<file path="src/core/aif_pkg.sv">
// Shared constants and types of the axis input filter and timing block
package aif_pkg;
	// Register byte offsets
	localparam logic [7:0] AIF_CONFIG_OFS  = 8'h00;
	localparam logic [7:0] AIF_RATE_OFS    = 8'h04;
	localparam logic [7:0] AIF_COMMAND_OFS = 8'h08;
	localparam logic [7:0] AIF_STATUS_OFS  = 8'h0c;
	localparam logic [7:0] AIF_INPUTS_OFS  = 8'h10;

	// Config fields
	localparam int AIF_CFG_W       = 9;
	localparam int AIF_CFG_ENC_B   = 0;
	localparam int AIF_CFG_HW_B    = 1;
	localparam int AIF_CFG_SNS_B   = 2;
	localparam int AIF_CFG_JOG_B   = 3;
	localparam int AIF_CFG_WID_LSB = 4;
	localparam int AIF_CFG_OFF_LSB = 7;
	localparam logic [AIF_CFG_W-1:0] AIF_CFG_RST  = 9'h000;
	localparam logic [15:0]          AIF_RATE_RST = 16'h0001;

	// Command bits
	localparam int AIF_CMD_SOFT_RESET_CMD_B  = 0;
	localparam int AIF_CMD_START_B = 1;
	localparam int AIF_CMD_SSTA_B  = 2;
	localparam int AIF_CMD_STOP_B  = 3;
	localparam int AIF_CMD_SSTP_B  = 4;
	localparam int AIF_CMD_DCLR_B  = 5;

	// Filter lanes
	localparam int AIF_LANES   = 22;
	localparam int AIF_FCW     = 20;
	localparam int AIF_L_ENC   = 0;
	localparam int AIF_L_HW    = 3;
	localparam int AIF_L_SNS   = 5;
	localparam int AIF_L_JOG   = 13;
	localparam int AIF_L_CLR   = 16;
	localparam int AIF_L_PCS   = 17;
	localparam int AIF_L_LTC   = 18;
	localparam int AIF_L_STA   = 19;
	localparam int AIF_L_STP   = 20;
	localparam int AIF_L_RST   = 21;
	// Active-low lines rest high
	localparam logic [AIF_LANES-1:0] AIF_LANE_INIT = 22'h380000;

	// Timing counts in reference clock cycles
	localparam int AIF_PASS_CYC   = 1;
	localparam int AIF_ENC_CYC    = 3;
	localparam int AIF_SNS_CYC    = 80;
	localparam int AIF_SYNC_CYC   = 5;
	localparam int AIF_RST_CYC    = 8;
	localparam int AIF_SOFT_RESET_CMD_CYC   = 12;
	localparam int AIF_DRIVE_CYC  = 8;
	localparam int AIF_SEQ_CMD    = 4;
	localparam int AIF_SEQ_SYNC   = 1;
	localparam int AIF_SEQ_BUSY   = 8;
	localparam int AIF_SEQ_PULSE  = 20;
	localparam int AIF_DCW0_CYC   = 240;
	localparam int AIF_DCW1_CYC   = 1920;
	localparam int AIF_DCO1_CYC   = 240;

	localparam int AIF_CW = 21;
	typedef logic [AIF_CW-1:0] aif_cnt_t;
	typedef enum logic [1:0] {AIF_DC_IDLE, AIF_DC_ON, AIF_DC_OFF} aif_dc_e;
endpackage : aif_pkg

</file>
<file path="src/core/aif_filt_if.sv">
// One input filter lane: raw level in, count threshold, clean level out
interface aif_filt_if;
	import aif_pkg::*;
	logic                raw;
	logic [AIF_FCW-1:0]  thresh;
	logic                clean;
	modport filt (input raw, input thresh, output clean);
	modport user (output raw, output thresh, input clean);
endinterface : aif_filt_if

</file>
<file path="src/core/aif_filter.sv">
// Stable-level digital noise filter for one input
module aif_filter
	import aif_pkg::*;
#(
	parameter logic INIT = 1'b0
)(
	input  wire logic  hclk,
	input  wire logic  hresetn,
	aif_filt_if.filt   f
);
	typedef struct packed {
		logic               samp;
		logic               out;
		logic [AIF_FCW-1:0] cnt;
	} aif_filt_s;

	aif_filt_s st_r;
	aif_filt_s st_nxt;

	always_comb
	begin
		st_nxt = st_r;
		st_nxt.samp = f.raw;
		if (st_r.samp == st_r.out)
			st_nxt.cnt = '0;
		else if (st_r.cnt + 1'b1 >= f.thresh)
		begin
			st_nxt.out = st_r.samp;
			st_nxt.cnt = '0;
		end
		else
			st_nxt.cnt = st_r.cnt + 1'b1;
	end

	always_ff @(posedge hclk or negedge hresetn)
	begin
		if (!hresetn)
			st_r <= '{samp: INIT, out: INIT, cnt: '0};
		else
			st_r <= st_nxt;
	end

	assign f.clean = st_r.out;
endmodule : aif_filter

</file>
<file path="src/core/axis_io_filter_timing.sv">
// Axis input conditioning, deviation-clear timing and start sequencing
module axis_io_filter_timing
	import aif_pkg::*;
#(
	parameter int DCW2_CYC = 7680,
	parameter int DCW3_CYC = 30720,
	parameter int DCW4_CYC = 245760,
	parameter int DCW5_CYC = 983040,
	parameter int DCW6_CYC = 1966080,
	parameter int DCO2_CYC = 30720,
	parameter int DCO3_CYC = 1966080,
	parameter int JOG_CYC  = 655360
)(
	input  wire logic                 hclk,
	input  wire logic                 hresetn,
	input  wire logic                 hsel,
	input  wire logic [31:0]          haddr,
	input  wire logic [1:0]           htrans,
	input  wire logic                 hwrite,
	input  wire logic [2:0]           hsize,
	input  wire logic [31:0]          hwdata,
	input  wire logic                 hready,
	output logic                      hreadyout,
	output logic [31:0]               hrdata,
	output logic                      hresp,
	input  wire logic                 encoder_phase_a,
	input  wire logic                 encoder_phase_b,
	input  wire logic                 encoder_zero_in,
	input  wire logic                 handwheel_phase_a,
	input  wire logic                 handwheel_phase_b,
	input  wire logic                 plus_end_limit,
	input  wire logic                 minus_end_limit,
	input  wire logic [1:0]           slowdown_sensor,
	input  wire logic                 origin_sensor,
	input  wire logic                 alarm_in,
	input  wire logic                 in_position_in,
	input  wire logic                 emergency_stop_in,
	input  wire logic                 jog_plus_in,
	input  wire logic                 jog_minus_in,
	input  wire logic                 jog_enable_in,
	input  wire logic                 counter_clear_in,
	input  wire logic                 positioning_counter_start_in,
	input  wire logic                 counter_latch_in,
	input  wire logic                 sync_start_line_n,
	input  wire logic                 sync_stop_line_n,
	input  wire logic                 reset_pin_n,
	output logic [AIF_LANES-1:0]      filtered_inputs,
	output logic                      counter_clear_pulse,
	output logic                      count_start_pulse,
	output logic                      counter_latch_pulse,
	output logic                      deviation_clear_out,
	output logic                      busy_out,
	output logic                      pulse_out,
	output logic                      sync_start_out,
	output logic                      sync_start_oe_n,
	output logic                      sync_stop_out,
	output logic                      sync_stop_oe_n
);
	import aif_pkg::*;

	typedef struct packed {
		logic                 a_vld;
		logic                 a_wr;
		logic [7:0]           a_ofs;
		logic                 rdy;
		logic [31:0]          rdata;
		logic [AIF_CFG_W-1:0] cfg;
		logic [15:0]          rate;
		logic                 soft_reset_cmd_act;
		logic [3:0]           soft_reset_cmd_cnt;
		logic                 seq_act;
		logic [4:0]           seq_cnt;
		logic                 run;
		logic                 busy;
		logic [15:0]          ph;
		logic                 pulse;
		aif_dc_e              dc_st;
		aif_cnt_t             dc_cnt;
		logic                 dc_out;
		logic [3:0]           sta_cnt;
		logic [3:0]           stp_cnt;
		logic                 sta_prev;
		logic                 stp_prev;
		logic [2:0]           lvl_prev;
		logic [2:0]           edges;
	} aif_top_s;

	aif_top_s                            st_r;
	aif_top_s                            st_nxt;
	logic [AIF_LANES-1:0]                raw;
	logic [AIF_LANES-1:0]                clean;
	logic [AIF_LANES-1:0][AIF_FCW-1:0]   thr;
	logic [5:0]                          cmd;
	logic                                go_cmd;
	logic                                go_sync;
	logic [15:0]                         period;

	assign raw = {reset_pin_n, sync_stop_line_n, sync_start_line_n, counter_latch_in,
		positioning_counter_start_in, counter_clear_in, jog_enable_in, jog_minus_in,
		jog_plus_in, emergency_stop_in, in_position_in, alarm_in, origin_sensor,
		slowdown_sensor, minus_end_limit, plus_end_limit, handwheel_phase_b,
		handwheel_phase_a, encoder_zero_in, encoder_phase_b, encoder_phase_a};

	// Thresholds are counts of stable cycles; one cycle means pass-through
	always_comb
	begin
		for (int i = 0; i < AIF_LANES; i++)
		begin
			if (i < AIF_L_HW)
				thr[i] = AIF_FCW'(st_r.cfg[AIF_CFG_ENC_B] ? AIF_ENC_CYC : AIF_PASS_CYC);
			else if (i < AIF_L_SNS)
				thr[i] = AIF_FCW'(st_r.cfg[AIF_CFG_HW_B] ? AIF_ENC_CYC : AIF_PASS_CYC);
			else if (i < AIF_L_JOG)
				thr[i] = AIF_FCW'(st_r.cfg[AIF_CFG_SNS_B] ? AIF_SNS_CYC : AIF_PASS_CYC);
			else if (i < AIF_L_CLR)
				thr[i] = AIF_FCW'(st_r.cfg[AIF_CFG_JOG_B] ? JOG_CYC : AIF_PASS_CYC);
			else if (i < AIF_L_STA)
				thr[i] = AIF_FCW'(AIF_PASS_CYC);
			else if (i < AIF_L_RST)
				thr[i] = AIF_FCW'(AIF_SYNC_CYC);
			else
				thr[i] = AIF_FCW'(AIF_RST_CYC);
		end
	end

	// Each lane filters independently
	for (genvar g = 0; g < AIF_LANES; g++)
	begin : g_lane
		aif_filt_if fi ();
		assign fi.raw = raw[g];
		assign fi.thresh = thr[g];
		assign clean[g] = fi.clean;
		aif_filter #(.INIT(AIF_LANE_INIT[g])) u_filt (
			.hclk    (hclk),
			.hresetn (hresetn),
			.f       (fi)
		);
	end

	function automatic aif_cnt_t on_width(input logic [2:0] code);
		unique case (code)
			3'h0: on_width = AIF_CW'(AIF_DCW0_CYC);
			3'h1: on_width = AIF_CW'(AIF_DCW1_CYC);
			3'h2: on_width = AIF_CW'(DCW2_CYC);
			3'h3: on_width = AIF_CW'(DCW3_CYC);
			3'h4: on_width = AIF_CW'(DCW4_CYC);
			3'h5: on_width = AIF_CW'(DCW5_CYC);
			3'h6: on_width = AIF_CW'(DCW6_CYC);
			default: on_width = AIF_CW'(AIF_DCW0_CYC);
		endcase
	endfunction : on_width

	function automatic aif_cnt_t off_time(input logic [1:0] code);
		unique case (code)
			2'h0: off_time = '0;
			2'h1: off_time = AIF_CW'(AIF_DCO1_CYC);
			2'h2: off_time = AIF_CW'(DCO2_CYC);
			2'h3: off_time = AIF_CW'(DCO3_CYC);
		endcase
	endfunction : off_time

	always_comb
	begin
		st_nxt = st_r;
		st_nxt.rdy = 1'b1;
		// Zero-wait slave: read data is latched in the address phase
		st_nxt.a_vld = hsel && htrans[1] && hready;
		st_nxt.a_wr = hwrite;
		st_nxt.a_ofs = haddr[7:0];
		if (hsel && htrans[1] && hready && !hwrite)
		begin
			unique case (haddr[7:0])
				AIF_CONFIG_OFS: st_nxt.rdata = 32'(st_r.cfg);
				AIF_RATE_OFS:   st_nxt.rdata = 32'(st_r.rate);
				AIF_STATUS_OFS: st_nxt.rdata = 32'({st_r.run, st_r.dc_out, st_r.soft_reset_cmd_act,
					st_r.busy});
				AIF_INPUTS_OFS: st_nxt.rdata = 32'(clean);
				default:        st_nxt.rdata = 32'h0000_0000;
			endcase
		end
		cmd = '0;
		if (st_r.a_vld && st_r.a_wr)
		begin
			unique case (st_r.a_ofs)
				AIF_CONFIG_OFS:  st_nxt.cfg = hwdata[AIF_CFG_W-1:0];
				AIF_RATE_OFS:    st_nxt.rate = hwdata[15:0];
				AIF_COMMAND_OFS: cmd = hwdata[5:0];
				default:         ;
			endcase
		end

		// One-cycle pulses on rising filtered edges
		st_nxt.lvl_prev = clean[AIF_L_LTC:AIF_L_CLR];
		st_nxt.edges = clean[AIF_L_LTC:AIF_L_CLR] & ~st_r.lvl_prev;

		// Soft reset: internal state held clear, done after 12 cycles
		if (cmd[AIF_CMD_SOFT_RESET_CMD_B])
		begin
			st_nxt.soft_reset_cmd_act = 1'b1;
			st_nxt.soft_reset_cmd_cnt = 4'(AIF_SOFT_RESET_CMD_CYC - 1);
		end
		else if (st_r.soft_reset_cmd_act)
		begin
			st_nxt.soft_reset_cmd_cnt = st_r.soft_reset_cmd_cnt - 4'h1;
			st_nxt.soft_reset_cmd_act = (st_r.soft_reset_cmd_cnt != 4'h1);
		end

		// Sync line drives: held low for 8 cycles
		st_nxt.sta_prev = clean[AIF_L_STA];
		st_nxt.stp_prev = clean[AIF_L_STP];
		if (cmd[AIF_CMD_SSTA_B])
			st_nxt.sta_cnt = 4'(AIF_DRIVE_CYC);
		else if (st_r.sta_cnt != 4'h0)
			st_nxt.sta_cnt = st_r.sta_cnt - 4'h1;
		if (cmd[AIF_CMD_SSTP_B])
			st_nxt.stp_cnt = 4'(AIF_DRIVE_CYC);
		else if (st_r.stp_cnt != 4'h0)
			st_nxt.stp_cnt = st_r.stp_cnt - 4'h1;

		// Start sequencer; sync path enters three counts lower
		go_cmd = cmd[AIF_CMD_START_B] && !st_r.seq_act && !st_r.run && !st_r.soft_reset_cmd_act;
		go_sync = st_r.sta_prev && !clean[AIF_L_STA] && !st_r.seq_act && !st_r.run
			&& !st_r.soft_reset_cmd_act;
		period = (st_r.rate == 16'h0000) ? 16'h0002 : st_r.rate + 16'h0001;
		if (go_cmd || go_sync)
		begin
			st_nxt.seq_act = 1'b1;
			st_nxt.seq_cnt = go_cmd ? 5'(AIF_SEQ_CMD) : 5'(AIF_SEQ_SYNC);
		end
		else if (st_r.seq_act)
		begin
			st_nxt.seq_cnt = st_r.seq_cnt + 5'h01;
			if (st_nxt.seq_cnt == 5'(AIF_SEQ_BUSY))
				st_nxt.busy = 1'b1;
			if (st_nxt.seq_cnt == 5'(AIF_SEQ_PULSE))
			begin
				st_nxt.seq_act = 1'b0;
				st_nxt.run = 1'b1;
				st_nxt.ph = '0;
			end
		end
		else if (st_r.run)
			st_nxt.ph = (st_r.ph + 16'h0001 >= period) ? 16'h0000 : st_r.ph + 16'h0001;
		// On-time is half the period rounded down
		st_nxt.pulse = st_nxt.run && (st_nxt.ph < (period >> 1));
		if (cmd[AIF_CMD_STOP_B] || (st_r.stp_prev && !clean[AIF_L_STP]))
		begin
			st_nxt.seq_act = 1'b0;
			st_nxt.run = 1'b0;
			st_nxt.busy = 1'b0;
			st_nxt.pulse = 1'b0;
		end

		// Deviation-clear pulse, then a dead time before the next
		unique case (st_r.dc_st)
			AIF_DC_IDLE:
				if (cmd[AIF_CMD_DCLR_B])
				begin
					st_nxt.dc_st = AIF_DC_ON;
					st_nxt.dc_out = 1'b1;
					st_nxt.dc_cnt = on_width(st_r.cfg[AIF_CFG_WID_LSB +: 3]) - 1'b1;
				end
			AIF_DC_ON:
				if (st_r.dc_cnt != '0)
					st_nxt.dc_cnt = st_r.dc_cnt - 1'b1;
				else
				begin
					st_nxt.dc_out = 1'b0;
					st_nxt.dc_cnt = off_time(st_r.cfg[AIF_CFG_OFF_LSB +: 2]);
					st_nxt.dc_st = AIF_DC_OFF;
				end
			AIF_DC_OFF:
				if (st_r.dc_cnt > AIF_CW'(1))
					st_nxt.dc_cnt = st_r.dc_cnt - 1'b1;
				else
					st_nxt.dc_st = AIF_DC_IDLE;
			default: st_nxt.dc_st = AIF_DC_IDLE;
		endcase

		if (st_r.soft_reset_cmd_act || !clean[AIF_L_RST])
		begin
			st_nxt.seq_act = 1'b0;
			st_nxt.run = 1'b0;
			st_nxt.busy = 1'b0;
			st_nxt.pulse = 1'b0;
			st_nxt.dc_st = AIF_DC_IDLE;
			st_nxt.dc_out = 1'b0;
			st_nxt.sta_cnt = '0;
			st_nxt.stp_cnt = '0;
		end
		// Reset pin also restores configuration
		if (!clean[AIF_L_RST])
		begin
			st_nxt.cfg = AIF_CFG_RST;
			st_nxt.rate = AIF_RATE_RST;
			st_nxt.soft_reset_cmd_act = 1'b0;
		end
	end

	always_ff @(posedge hclk or negedge hresetn)
	begin
		if (!hresetn)
		begin
			st_r <= '0;
			st_r.cfg <= AIF_CFG_RST;
			st_r.rate <= AIF_RATE_RST;
			st_r.sta_prev <= 1'b1;
			st_r.stp_prev <= 1'b1;
		end
		else
			st_r <= st_nxt;
	end

	assign hreadyout = st_r.rdy;
	assign hrdata = st_r.rdata;
	assign hresp = 1'b0;
	assign filtered_inputs = clean;
	assign {counter_latch_pulse, count_start_pulse, counter_clear_pulse} = st_r.edges;
	assign deviation_clear_out = st_r.dc_out;
	assign busy_out = st_r.busy;
	assign pulse_out = st_r.pulse;
	assign sync_start_out = 1'b0;
	assign sync_stop_out = 1'b0;
	assign sync_start_oe_n = (st_r.sta_cnt == 4'h0);
	assign sync_stop_oe_n = (st_r.stp_cnt == 4'h0);

	// Stop, soft reset or reset pin legally cut a start sequence short
	logic seq_halt;
	assign seq_halt = cmd[AIF_CMD_STOP_B] || (st_r.stp_prev && !clean[AIF_L_STP])
		|| st_r.soft_reset_cmd_act || !clean[AIF_L_RST];

	// Helper: running length of the current deviation-clear pulse
	aif_cnt_t dc_len;
	always_ff @(posedge hclk or negedge hresetn)
	begin
		if (!hresetn)
			dc_len <= '0;
		else
			dc_len <= st_r.dc_out ? dc_len + 1'b1 : '0;
	end
endmodule : axis_io_filter_timing

</file>
<file path="config.mk">
export PLATFORM = sky130hd
export DESIGN_NAME = axis_io_filter_timing
export DESIGN_NICKNAME = d
export VERILOG_FILES = /design/src/core/aif_pkg.sv /design/src/core/aif_filt_if.sv /design/src/core/aif_filter.sv /design/src/core/axis_io_filter_timing.sv
export SDC_FILE = /design/constraint.sdc
export NUM_CORES = 1
export LEC_CHECK = 0
export BUFFER_PORTS_ARGS = -buffer_cell sky130_fd_sc_hd__buf_2
export CAP_MARGIN = 20
export CORE_MARGIN = 8
export CORE_UTILIZATION = 40
export DETAILED_ROUTE_END_ITERATION = 12
export GPL_ROUTABILITY_DRIVEN = 0
export PLACE_DENSITY = 0.61
export REMOVE_ABC_BUFFERS = 1
export SLEW_MARGIN = 20
export SYNTH_ARGS = -nofsm -noshare
export SYNTH_HDL_FRONTEND = slang
export SYNTH_SLANG_ARGS = --single-unit
export TNS_END_PERCENT = 1
</file>
<file path="constraint.sdc">
create_clock -name hclk -period 4.5 [get_ports hclk]
set_clock_uncertainty 0.1 [all_clocks]
set_input_delay 1.125 -clock hclk [delete_from_list [all_inputs] [get_ports hclk]]
set_output_delay 1.125 -clock hclk [all_outputs]
set_load 0.02 [all_outputs]
</file>
==> flow_results.org, run 1 <==
** Clock network
- The number of clock buffers added by TritonCTS is between 70 and 80.
- For the worst-skew pair, the clock arrives at the later sink with an insertion delay of 0.63 ns.
- The clock drives a little over 600 sinks.
- Number of buffers inserted by hold repair at cts :: 0
- Clock-pin slew reported for the worst setup and hold paths after clock tree synthesis :: approximately 0.060 ns
- The H-tree was split into 3 levels.
- Root Buffer Master :: sky130_fd_sc_hd__clkbuf_16
- CTS max path bufs :: 3
- TritonCTS clock tree :: done

** GRT
- Total global routing track utilization :: 0.1565
- The via count of the first global-routing pass is about 22000.
- Global routing finished with a remaining overflow of 0.
- Pin count of the biggest net entering global routing :: 87
- Initial antenna violation count :: 6
- First-pass GRT wire length :: 112200 um

** Pwr
- In this run the power density over the cells is between 300 and 400 nW/um^2.
- VDD IR-drop max :: roughly 0.31 mV
- Cell leakage power :: approximately 0.016 uW

** Synth
- Summed over all instances, the cell type with the most area after synthesis is sky130_fd_sc_hd__dfrtp_1.
- Async SR Flop Fraction :: 1.000
- The share of synthesized area in the top cell type comes to 0.4910.
- The share of the Yosys chip area taken by registers is 0.4987.
- Gate count of the mapped netlist :: between 3000 and 4000
- In the synthesized netlist the dominant register cell turns out to be sky130_fd_sc_hd__dfrtp_1.
- Synthesized area per cell :: 10.08 um^2
- For this run, the number of Yosys warnings is 0.
- Yosys reg bits :: ~610
- Yosys cell types :: 92
- By area the synthesized netlist is led by sky130_fd_sc_hd__dfrtp_1, sky130_fd_sc_hd__ha_1, sky130_fd_sc_hd__nor2_1, sky130_fd_sc_hd__xor2_1, sky130_fd_sc_hd__nand2_1.
- Number of flops mapped to enable cells by yosys :: 0
- The cell area that synthesis handed to floorplanning was between 30000 and 40000 um^2.

** Floorplan
- The floorplan step set the die height to 293.2 um.
- The die covers 85960 um^2.
- Chip Width :: between 200 and 300 um
- Ports :: between 150 and 200
- Placeable core region :: roughly 76000 um^2
- The floorplan has ~100 rows.
- Starting Density :: 0.4047

** Layout
- Post-route insts no fill :: about 4600
- Total Nets Final :: around 3700
- Relative to the synthesized area, the layout overhead comes to 19.28%.
- Ratio of cells with drive above 1 in the final layout :: 0.1290

** Timing
- Headroom to the max-slew limit came out at 0.3003.
- The worst path needs between 4 and 5 ns of the cycle, external delays included.
- Pin slew with the least headroom to its limit :: around 1.0 ns
- Final hold slack :: between 0.2 and 0.3 ns
- Final Hold Vio Count :: 0
- Dividing the final minimum period by the clock period gives 0.9985.
- Setup violations remaining at the end of the flow were counted as 0.
- Based on the critical path, the design can be clocked at up to 0.2226 GHz.
- RSZ-0062 raised after global routing :: true
- The number of pins with negative max-slew slack in the final report is 0.

** Worst setup path
- Worst-case register-to-register setup slack :: ~0.0067 ns
- On the critical path, the stage with the largest delay is an instance of sky130_fd_sc_hd__dfrtp_1.
- The number of buffers and inverters on the critical path is 2.
- The worst setup path is launched from a flop.
- STA puts the critical path data required time at just under 5 ns.
- Data on the critical path arrives at its endpoint at between 4 and 5 ns.
- Setup crit end kind :: flop
- Critical path's largest stage delay :: roughly 0.40 ns
- The critical path goes through and3_4, and3_4, and3_4, and3_4, and3_4, nand3_2, xnor2_2, ha_1, a21o_1, a21o_1, a21oi_2, o21a_1, o21ai_2, buf_6, buf_4, nor3_1, a21oi_1, o21ai_1, ha_1, o21a_1, nor2_2, o31ai_4, a211oi_2.
- Path type of the worst setup path :: reg2reg
- Crit path max-delay family :: compound AO/OA/AOI/OAI gates
- Critical path fanouts, max :: 5
- Counting stages on the worst path, the most repeated cell is sky130_fd_sc_hd__and3_4.

** Route
- For this block, the routed nets add up to ~68000 um of wire.
- After detailed routing, the number of remaining DRC violations is 0.
- Using the TritonRoute via totals, the vias-per-cell ratio works out to between 5 and 6.
- Detailed-routing iteration count for the pre-antenna-repair pass :: 5
- After detailed routing, the average wire length per cell comes to ~15 um.
- Routed vias :: 22980
- The detail route stage leaves a number of antenna-violating nets equal to 0.
- Iteration-0 DRC Markers :: 1313

** Placement
- The wire-length estimate of the detail-placed layout is a little under 50000 um.
- Number of buffer cells added on primary ports :: 104
- The number of placed instances, taps included, is about 4400.

** Job
- Max Cap Viol :: 0

** Worst hold path
- Hold/Removal Path Class :: reg2reg

** Status
- The flow ran to the end, and the final reports show no timing, DRC or antenna violations.
[metrics by stage]
stage | worst slack [ns] | utilization | power, uW | setup TNS, ns | area, um^2
after global placement | -0.1959 | 0.4429 | 7456 | -0.1959 | 33640
after CTS | 0.007391 | 0.4807 | 14090 | 0 | 36510
final | 0.006736 | 0.4827 | 13870 | 0 | 36660
after floorplan | -0.1109 | - | 6966 | -0.1109 | 31140
after global routing | -0.1570 | 0.4826 | 14540 | -0.1570 | 36660
after detailed placement | -0.2902 | 0.4429 | 7476 | -0.2902 | 33640
[synthesized netlist by cell type, drive strengths merged (14+ instances only)]
| cell type | n |
|---|---|
| clkbuf | 62 |
| nand2b | 38 |
| nor4 | 52 |
| nor3 | 114 |
| nor3b | 18 |
| o22ai | 21 |
| nor2 | 264 |
| xnor2 | 103 |
| nand3 | 149 |
| a22oi | 24 |
| nand2 | 244 |
| and2 | 29 |
| and3 | 101 |
| inv | 83 |
| a31oi | 38 |
| dfrtp | 603 |
| a21oi | 92 |
| ha | 108 |
| buf | 76 |
| or3 | 22 |
| or4 | 14 |
| a21o | 24 |
| nor2b | 57 |
| nand4 | 102 |
| xor2 | 105 |
| mux2 | 42 |
| or2 | 19 |
| o21ai | 145 |
| mux2i | 47 |
| a211oi | 14 |
| and4 | 31 |
[layout make-up]
class,count,area (um^2)
Clock buffer,96,2033
Clock inverter,39,655.6
Fill cell,7046,39290
Antenna cell,2,5.005
Sequential cell,612,15330
Timing Repair Buffer,201,1348
Multi-Input combinational cell,2525,15690
Inverter,84,315.3
Tap cell,1030,1289
[repair_timing]
item                                   in CTS  in global routing
pin swaps                                  10                 20
gates resized for setup                    29                 23
gates cloned                                1                  0
setup buffers                              12                  7
endpoints found under the hold margin       0                  0
setup endpoints to repair                   1                  1
[registers in the layout (all words and copies together) (netlist names)]
signal and cells:
g_lane.u_filt.st_r 462, counter_latch_pulse 1, pulse_out 1, st_r 99
hrdata 22, counter_clear_pulse 1, hreadyout 1, count_start_pulse 1
g_lane.u_filt.f.clean 22, busy_out 1, deviation_clear_out 1
[report_power, final]
part / leakage (uW) / switching, uW / total (uW) / internal (uW)
Combinational: 0.00724 / 889 / 1380 / 490
Clock: 0.00132 / 2350 / 6480 / 4120
Sequential: 0.00765 / 243 / 6010 / 5770
[kinds of logic after synthesis]
group,after synthesis,synth area share
other,2,0.0002444
AO/OA/AOI/OAI,516,0.1114
AND/OR/NAND/NOR,1291,0.2206
flip-flops,612,0.4987
adder cells (fa/ha/maj),108,0.04397
multiplexers,89,0.03070
buffers and inverters,222,0.03513
XOR/XNOR,208,0.05927
[layout by cell type, fill, tap and decap left out, types with 12 or more instances in the layout]
cell,synthesis,routed
sky130_fd_sc_hd__or3_1,20,20
sky130_fd_sc_hd__mux2i_1,47,47
sky130_fd_sc_hd__buf_4,62,88
sky130_fd_sc_hd__buf_2,9,104
sky130_fd_sc_hd__and3_1,101,92
sky130_fd_sc_hd__ha_1,108,106
sky130_fd_sc_hd__nor4_1,45,45
sky130_fd_sc_hd__dfrtp_1,603,603
sky130_fd_sc_hd__or2_2,18,17
sky130_fd_sc_hd__a21o_1,23,23
sky130_fd_sc_hd__xnor2_1,103,101
sky130_fd_sc_hd__clkinv_2,0,13
sky130_fd_sc_hd__mux2_2,42,42
sky130_fd_sc_hd__a22o_1,12,12
sky130_fd_sc_hd__o22ai_1,21,21
sky130_fd_sc_hd__nand4_1,101,101
sky130_fd_sc_hd__clkbuf_16,0,73
sky130_fd_sc_hd__a21oi_1,91,87
sky130_fd_sc_hd__bufinv_16,0,16
sky130_fd_sc_hd__nor2_1,264,263
sky130_fd_sc_hd__nor3b_1,18,18
sky130_fd_sc_hd__clkbuf_8,0,12
sky130_fd_sc_hd__and4_1,31,31
sky130_fd_sc_hd__nand2b_1,38,37
sky130_fd_sc_hd__xor2_1,105,105
sky130_fd_sc_hd__nor2b_1,57,57
sky130_fd_sc_hd__o21ai_0,143,131
sky130_fd_sc_hd__or4_1,13,13
sky130_fd_sc_hd__a31oi_1,38,38
sky130_fd_sc_hd__and2_1,27,27
sky130_fd_sc_hd__inv_1,83,83
sky130_fd_sc_hd__nor3_1,113,111
sky130_fd_sc_hd__nand2_1,243,243
sky130_fd_sc_hd__nand3_1,149,147
sky130_fd_sc_hd__a22oi_1,24,22
sky130_fd_sc_hd__conb_1,2,313
[path summary, 6_finish.rpt]
kind                                                          to  cells past startpoint                                   from
min reg2reg                                    st_r[6]$_DFF_PN1_                      0  g_lane[20].u_filt.f.clean$_DFFE_PN1P_
max                                          pulse_out$_DFF_PN0_                     23                     st_r[41]$_DFF_PN0_
max reg2reg                                  pulse_out$_DFF_PN0_                     23                     st_r[41]$_DFF_PN0_
min in group asynchronous                    hreadyout$_DFF_PN0_                      1                                hresetn
min                                            st_r[6]$_DFF_PN1_                      0  g_lane[20].u_filt.f.clean$_DFFE_PN1P_
max in group asynchronous  g_lane[21].u_filt.f.clean$_DFFE_PN1P_                      3                                hresetn
[routing by layer]
layer	share of wire	GRT usage	wire length [um]
met3	0.058	0.03623	3929
met1	0.48	0.2205	32580
met5	0.00062	0	42
met4	0.027	0.05449	1809
met2	0.43	0.2356	29370
No activity file was read; power rests on OpenSTA's default activity.
==> run 2: changes to the inputs <==
--- a/config.mk
+++ b/config.mk
@@ -11,7 +11,7 @@
 export CORE_UTILIZATION = 40
 export DETAILED_ROUTE_END_ITERATION = 12
 export GPL_ROUTABILITY_DRIVEN = 0
-export PLACE_DENSITY = 0.61
+export PLACE_DENSITY = 0.59
 export REMOVE_ABC_BUFFERS = 1
 export SLEW_MARGIN = 20
 export SYNTH_ARGS = -nofsm -noshare
==> constraint.sdc (replaced) <==
create_clock -name hclk -period 5.83 [get_ports hclk]
set_clock_uncertainty 0.1 [all_clocks]
set_input_delay 1.4575 -clock hclk [delete_from_list [all_inputs] [get_ports hclk]]
set_output_delay 1.4575 -clock hclk [all_outputs]
set_load 0.02 [all_outputs]
==> flow_results.org, run 2 (synthesized netlist as in run 1, its figures left out) <==
** GRT
- The total grt overflow is 0 (unchanged).
- The wire length of the first global-routing pass is 110200 um (-1.8%).
- The total routing usage reported by global routing was 0.1533 (-0.003113).
- The maximum number of pins on one net before global-route repair came to 112 (+29%).
- The initial antenna violation count came to 14 (+8).
- Vias in the first global route :: 21420 (-2.7%)

** Clock network
- Number of buffers inserted by hold repair at cts :: 0 (unchanged)
- Clock insertion delay at the later pin of the skew report :: 0.61 ns (-0.02 ns)
- The post-cts sizing count is 0 (-100%).
- The clock-pin slew of the registers on the worst-case setup and hold paths was 0.06 ns (about the same).
- TritonCTS sink count :: 612 (unchanged)
- The clock tree buffer depth was 3 (unchanged).
- The total clock buffers created by CTS was 71 (-2.7%).
- TritonCTS built the clock tree.
- The cell sitting at the root of the clock tree is a sky130_fd_sc_hd__clkbuf_16.
- The post-CTS setup-driven buffer insertion count came to 0 (-12).
- Depth of the CTS H-tree :: 3 (unchanged)

** Worst setup path
- Critical path's largest stage delay :: 0.49 ns (+0.09 ns)
- The worst endpoint required time is 6.23 ns (+1.30 ns).
- Path type of the worst setup path :: reg2reg
- The data arrival at the endpoint of the critical path was 5.48 ns (+0.55 ns).
- STA classifies the critical path endpoint as a flop.
- Cell repeated most along the worst path :: sky130_fd_sc_hd__and3_1
- The worst setup path is launched from a flop.
- Standard cell with the maximum stage delay on the critical path :: sky130_fd_sc_hd__dfrtp_1
- The signal on the critical path passes through and3_1, and3_1, and3_1, and3_1, and3_1, nand3_1, xnor2_1, ha_1, a21o_1, a21o_1, a21oi_1, o21a_1, o21ai_0, buf_4, o21ai_0, a22oi_1, o21ai_0, ha_1, a21o_1, a21o_1, a21oi_1, o31ai_1, a211oi_1.
- The buffers plus inverters on the worst setup path is 1 (-1).
- The maximum fanout along the worst path came to 8 (+3).
- The cell family contributing the most delay on the critical path is compound AO/OA/AOI/OAI gates.

** Timing
- The number of failing hold endpoints at the final stage is 0 (unchanged).
- The maximum clock rate was 0.1968 GHz (-12%).
- The total negative slack for setup checks is 0 ns (unchanged).
- Pin slew with the least headroom to its limit :: 1.098 ns (+0.05116 ns)
- The normalized max-slew margin is 0.2679 (-0.03241).
- The final number of setup-violating endpoints was 0 (unchanged).
- Final critical-path share of the clock period :: 0.8716 (-0.1269)
- Shortest period the worst path allows :: 5.081 ns (+0.5880 ns)
- Final worst setup slack :: 0.7487 ns (+0.7420 ns)
- The number of pins with negative max-slew slack in the final report came to 0 (unchanged).
- Setup repair after global routing left no endpoint under its margin.
- Final hold slack :: 0.2867 ns (-0.003911 ns)

** Route
- The iteration-0 DRC count of the detailed router is 1414 (+7.7%).
- The detail-routed via count per cell came to 5.026 (+0.37%).
- The number of remaining DRC errors is 0 (unchanged).
- The routed wire length came to 66270 um (-2.2%).
- Routed vias :: 22650 (-1.4%)
- Detailed-routing iteration count for the pre-antenna-repair pass :: 5 (unchanged)
- The number of routed nets with antenna violations was 0 (unchanged).
- The average wire per standard cell is 14.70 um (-0.39%).

** Layout
- Ratio of cells with drive above 1 in the final layout :: 0.09518 (-0.03386)
- Ranked by flip-flop count, first place goes to g_lane.u_filt.st_r.
- The library cells used most frequently in the layout, excluding fill and tap cells, are sky130_fd_sc_hd__dfrtp_1, sky130_fd_sc_hd__conb_1, sky130_fd_sc_hd__nor2_1, sky130_fd_sc_hd__nand2_1, sky130_fd_sc_hd__nand3_1.
- The library cell used most frequently in the layout, excluding fill and tap cells, is sky130_fd_sc_hd__dfrtp_1.
- The flip-flop count of the largest register after layout was 462 (unchanged).
- Fill cell total of the finished layout :: 7156 (+1.6%)
- Total Nets Final :: 3617 (-2.3%)
- Area of all placed cells without fillers :: 35530 um^2 (-3.1%)
- Layout overhead on the synthesized area :: 15.59%
- Largest registers in the final layout :: g_lane.u_filt.st_r: 462 flops, st_r: 99 flops

** Job
- Max Cap Viol :: 0 (unchanged)

** Placement
- The placement-stage cell area is 33150 um^2 (-1.5%).
- The minimum setup slack after placement is 0.8073 ns (+1.097 ns).
- The count of input and output buffers is 104 (unchanged).
- The detailed placer's ending HPWL came to 47090 um (-3.3%).

** Floorplan
- Ports :: 162 (unchanged)
- Chip Width :: 293.2 um (unchanged)
- The standard-cell row count came to 101 (unchanged).
- Die Y :: 293.2 um (unchanged)
- The area inside the core boundary was 75950 um^2 (unchanged).
- Starting Density :: 0.4047 (unchanged)
- Overall die area :: 85960 um^2 (unchanged)

** Status
- The run finished with clean final reports.

** Pwr
- VDD IR-drop max :: 0.2131 mV (-32%)
- Cell leakage power :: 0.01559 uW (-3.8%)
- Power per Cell Area :: 285.6 nW/um^2 (-24%)

** Worst hold path
- The path class of the tightest hold or removal check is reg2reg.
run 2: changes by cell type in the layout (fill, tap and decap cells not counted), moves of 5 or more:
cell	change
sky130_fd_sc_hd__diode_2	+8
sky130_fd_sc_hd__o21ai_2	-7
sky130_fd_sc_hd__and3_4	-9
sky130_fd_sc_hd__o21ai_0	+12
sky130_fd_sc_hd__o21ai_1	-5
sky130_fd_sc_hd__bufinv_16	-9
sky130_fd_sc_hd__and3_1	+9
sky130_fd_sc_hd__buf_4	-78
sky130_fd_sc_hd__clkbuf_1	+5
run 2: per-stage QoR:
stage	utilization	std cells	power, uW
6_report	0.4678	4507	10150
5_1_grt	0.4675	4500	10680
4_1_cts	0.4674	4497	10330
3_5_place_dp	0.4365	4370	5758
3_3_place_gp	0.4365	4370	5743
2_1_floorplan	-	3221	5377
run 2: final cells by class:
cell class                 instances  area (um^2)  share of cell area
tap                             1030         1289             0.03628
timing repair buffer             119        705.7             0.01986
clock buffer                      95         1947             0.05480
inverter                          84        315.3            0.008875
antenna                           10        25.02           0.0007044
multi-input combinational       2525        15510              0.4367
sequential                       612        15330              0.4314
clock inverter                    32        405.4             0.01141
run 2: report_power, final:
group / internal [uW] / switching, uW / leakage [uW] / total [uW]
registers: 4450 / 187 / 0.00765 / 4640
logic: 371 / 671 / 0.00679 / 1040
clock network: 2680 / 1790 / 0.00115 / 4460
run 2: worst paths after layout:
check | endpoint | slack (ns) | from | cells after the start
worst min register to register | counter_latch_pulse$_DFF_PN0_ | 0.29 | st_r[5]$_DFF_PN0_ | 1
worst max-delay path | pulse_out$_DFF_PN0_ | 0.75 | st_r[41]$_DFF_PN0_ | 23
max in group asynchronous | g_lane[16].u_filt.st_r[14]$_DFF_PN0_ | 3.65 | hresetn | 2
min in group asynchronous | g_lane[14].u_filt.st_r[14]$_DFF_PN0_ | 0.80 | hresetn | 1
worst min-delay path | counter_latch_pulse$_DFF_PN0_ | 0.29 | st_r[5]$_DFF_PN0_ | 1
worst max register to register | pulse_out$_DFF_PN0_ | 0.75 | st_r[41]$_DFF_PN0_ | 23
run 2: layer usage:
layer	routed length, um	share of wire	vias to the layer above	track usage
li1	-	-	11400	-
met2	28560	0.43	377	0.2314
met1	32160	0.49	10780	0.2148
met5	54	0.00081	-	0
met4	1609	0.024	8	0.04595
met3	3888	0.059	93	0.04158
==> run 3: changes to the inputs <==
--- a/config.mk
+++ b/config.mk
@@ -8,10 +8,10 @@
 export BUFFER_PORTS_ARGS = -buffer_cell sky130_fd_sc_hd__buf_2
 export CAP_MARGIN = 20
 export CORE_MARGIN = 8
-export CORE_UTILIZATION = 40
+export CORE_UTILIZATION = 62
 export DETAILED_ROUTE_END_ITERATION = 12
 export GPL_ROUTABILITY_DRIVEN = 0
-export PLACE_DENSITY = 0.59
+export PLACE_DENSITY = 0.84
 export REMOVE_ABC_BUFFERS = 1
 export SLEW_MARGIN = 20
 export SYNTH_ARGS = -nofsm -noshare
==> flow_results.org, run 3 (synthesized netlist as in run 1, its figures left out) <==
** Status
- Status :: finished clean

** Pwr
- Power per Cell Area :: 286.3 nW/um^2 (+0.23%)
- VDD IR-drop max :: 0.2693 mV (+26%)
- The leakage power of the design came to 0.01554 uW (-0.29%).

** Layout
- The combined area of the multi-input logic cells came to 15510 um^2 (about the same).
- Number of flip-flops under the largest register name :: 462 (unchanged)
- The library cell used most frequently in the layout, excluding fill and tap cells, is sky130_fd_sc_hd__dfrtp_1.
- Biggest register :: g_lane.u_filt.st_r
- The core occupancy in the finished layout is 0.7149 (+0.2472).
- The area taken by flip-flops and latches was 15330 um^2 (unchanged).
- Relative to the synthesized area, the layout overhead comes to 13.87%.
- In the layout the commonest cells are sky130_fd_sc_hd__dfrtp_1, sky130_fd_sc_hd__conb_1, sky130_fd_sc_hd__nor2_1, sky130_fd_sc_hd__nand2_1, sky130_fd_sc_hd__nand3_1.
- The largest registers in the layout are g_lane.u_filt.st_r: 462 flops, st_r: 99 flops.
- Post-route insts no fill :: 4130 (-8.4%)
- Fill cell total of the finished layout :: 3420 (-52%)
- Total Nets Final :: 3610 (-0.19%)
- Ratio of cells with drive above 1 in the final layout :: 0.09257 (-0.002617)

** Timing
- Final setup TNS :: 0 ns (unchanged)
- Shortest period the worst path allows :: 5.361 ns (+0.2802 ns)
- The normalized max-slew margin came to 0.2050 (-0.06295).
- Final critical-path share of the clock period :: 0.9196 (+0.04806)
- The number of pins with negative max-slew slack in the final report is 0 (unchanged).
- Maximum achievable frequency :: 0.1865 GHz (-5.2%)
- Final setup violation count :: 0 (unchanged)
- Final hold slack :: 0.2996 ns (+0.01289 ns)
- The number of failing hold endpoints at the final stage was 0 (unchanged).
- Setup repair after global routing left no endpoint under its margin.
- The transition at the pin with the smallest max-transition slack was 1.186 ns (+0.08797 ns).

** Worst setup path
- Worst setup endpoint :: pulse_out$_DFF_PN0_
- Sort of element at the start of the critical path :: flop
- The worst-case register-to-register setup slack was 0.47 ns (-0.28 ns).
- In this run the worst setup path begins at st_r[41]$_DFF_PN0_.
- The worst endpoint required time came to 6.23 ns (about the same).
- Startpoint of the most critical register-to-register path :: st_r[41]$_DFF_PN0_
- Arrival time of the worst setup path :: 5.76 ns (+0.28 ns)
- Depth of the most critical reg-to-reg path :: 22 (-4.3%)
- The worst setup path is of the reg2reg kind.
- Critical path fanouts, max :: 15 (+7)
- In this run the critical register-to-register path is captured at pulse_out$_DFF_PN0_.
- Setup crit end kind :: flop

** Route
- Detailed-routing iteration count for the pre-antenna-repair pass :: 8 (+3)
- The number of remaining DRC errors is 0 (unchanged).
- Max layer used :: met5
- Final Routed Wirelength :: 67810 um (+2.3%)
- Routed metal-1 wirelength :: 27190 um (-15%)
- The detailed-route via count was 23820 (+5.1%).
- DR WL/cell :: 16.42 um (+12%)
- Met3 wirelength from detailed routing :: 5041 um (+30%)
- Met2 wirelength from detailed routing :: 32920 um (+15%)
- Iteration-0 DRC Markers :: 1817 (+29%)
- The number of routed nets with antenna violations came to 0 (unchanged).
- The detail-routed via count per cell was 5.766 (+15%).

** Clock network
- Root Buffer Master :: sky130_fd_sc_hd__clkbuf_16
- Depth of the CTS H-tree :: 3 (unchanged)
- TritonCTS built the clock tree.
- The clock tree buffer depth is 3 (unchanged).
- Number of buffers created by CTS :: 66 (-7.0%)
- The clock-pin slew of the registers on the worst-case setup and hold paths was 0.06 ns (about the same).
- Clock insertion delay at the later pin of the skew report :: 0.60 ns (about the same)
- The post-CTS setup-driven buffer insertion count came to 0 (unchanged).
- The count of clock tree sinks was 612 (unchanged).

** GRT
- Vias in the first global route :: 23510 (+9.7%)
- Overflow left after global routing :: 0 (unchanged)
- Initial antenna violation count :: 10 (-4)
- Total global routing track utilization :: 0.2358 (+0.08249)
- Pin count of the biggest net entering global routing :: 129 (+15%)
- First-pass GRT wire length :: 111900 um (+1.5%)

** Placement
- Post-detailed-placement half-perimeter wirelength :: 47610 um (+1.1%)
- Placed cell count :: 4001 (-8.4%)
- The count of input and output buffers came to 104 (unchanged).

** Floorplan
- The die span in x came to 238.6 um (-19%).
- The initial core utilization came to 0.6279 (+0.2232).
- The standard-cell row count was 81 (-20%).
- The count of pins on the block boundary was 162 (unchanged).
- Overall die area :: 56950 um^2 (-34%)
- The area inside the core boundary came to 48950 um^2 (-36%).
- The die span in y came to 238.6 um (-19%).

** Worst hold path
- The worst hold path belongs to the class reg2reg.

** Job
- Max Cap Viol :: 0 (unchanged)
==> run 3: layout make-up <==
cell class,instances,share of cell area
repair buffers,117,0.02066
clock inverters,25,0.009260
well taps,664,0.02374
multi-input cells,2525,0.4432
flip-flops and latches,612,0.4379
inverters,84,0.009010
diodes,9,0.0006435
clock buffers,94,0.05552
==> run 3: worst min-delay path by stage <==
stage,from,to,slack (ns),cells after the start
after floorplan,st_r[4]$_DFF_PN0_,count_start_pulse$_DFF_PN0_,0.28,1
after global placement,st_r[4]$_DFF_PN0_,count_start_pulse$_DFF_PN0_,0.28,1
after detailed placement,st_r[4]$_DFF_PN0_,count_start_pulse$_DFF_PN0_,0.29,1
after CTS,st_r[4]$_DFF_PN0_,count_start_pulse$_DFF_PN0_,0.30,1
after global routing,st_r[4]$_DFF_PN0_,count_start_pulse$_DFF_PN0_,0.32,1
final,st_r[4]$_DFF_PN0_,count_start_pulse$_DFF_PN0_,0.30,1
==> run 3: through the flow <==
stage	power, uW	worst slack (ns)	instance area, um^2
global placement	5679	0.5009	32670
CTS	10080	0.4384	34950
global route	10450	0.07728	34980
floorplan	5377	1.219	31140
finish	10020	0.4685	35000
detailed placement	5751	0.4739	32680
==> run 3: critical path: stages, from the launching register on <==
cell,delay [ns]
sky130_fd_sc_hd__dfrtp_1,0.49
sky130_fd_sc_hd__and3_1,0.23
sky130_fd_sc_hd__and3_1,0.23
sky130_fd_sc_hd__and3_1,0.25
sky130_fd_sc_hd__and3_1,0.32
sky130_fd_sc_hd__and3_1,0.21
sky130_fd_sc_hd__nand3_1,0.12
sky130_fd_sc_hd__xnor2_1,0.28
sky130_fd_sc_hd__ha_1,0.31
sky130_fd_sc_hd__a21o_1,0.19
sky130_fd_sc_hd__a21o_1,0.17
sky130_fd_sc_hd__a21oi_1,0.14
sky130_fd_sc_hd__o21a_1,0.14
sky130_fd_sc_hd__o211a_1,0.47
sky130_fd_sc_hd__and3b_1,0.22
sky130_fd_sc_hd__a21oi_1,0.04
sky130_fd_sc_hd__o21ai_0,0.23
sky130_fd_sc_hd__ha_1,0.29
sky130_fd_sc_hd__a21o_1,0.17
sky130_fd_sc_hd__a21o_1,0.18
sky130_fd_sc_hd__a21oi_1,0.21
sky130_fd_sc_hd__o211ai_1,0.11
sky130_fd_sc_hd__a211oi_1,0.18
==> run 3: power by group <==
part / total [uW] / internal, uW / leakage [uW] / switching, uW
clock network: 4300 / 2640 / 0.00110 / 1660
registers: 4650 / 4450 / 0.00765 / 197
logic: 1070 / 375 / 0.00679 / 693
total: 10000 / 7470 / 0.0155 / 2550
==> run 3: what timing repair did <==
item / 4_1_cts / 5_1_grt
gates resized for setup: 0 / 3
hold buffers: 0 / 0
hold endpoints to repair: 0 / 0
endpoints found under the setup margin: 0 / 1
==> run 3: per-layer routing <==
metal | track usage | vias up
li1 | - | 11400
met1 | 0.2847 | 11430
met2 | 0.3966 | 775
met3 | 0.06155 | 202
met4 | 0.1035 | 6
met5 | 0 | -
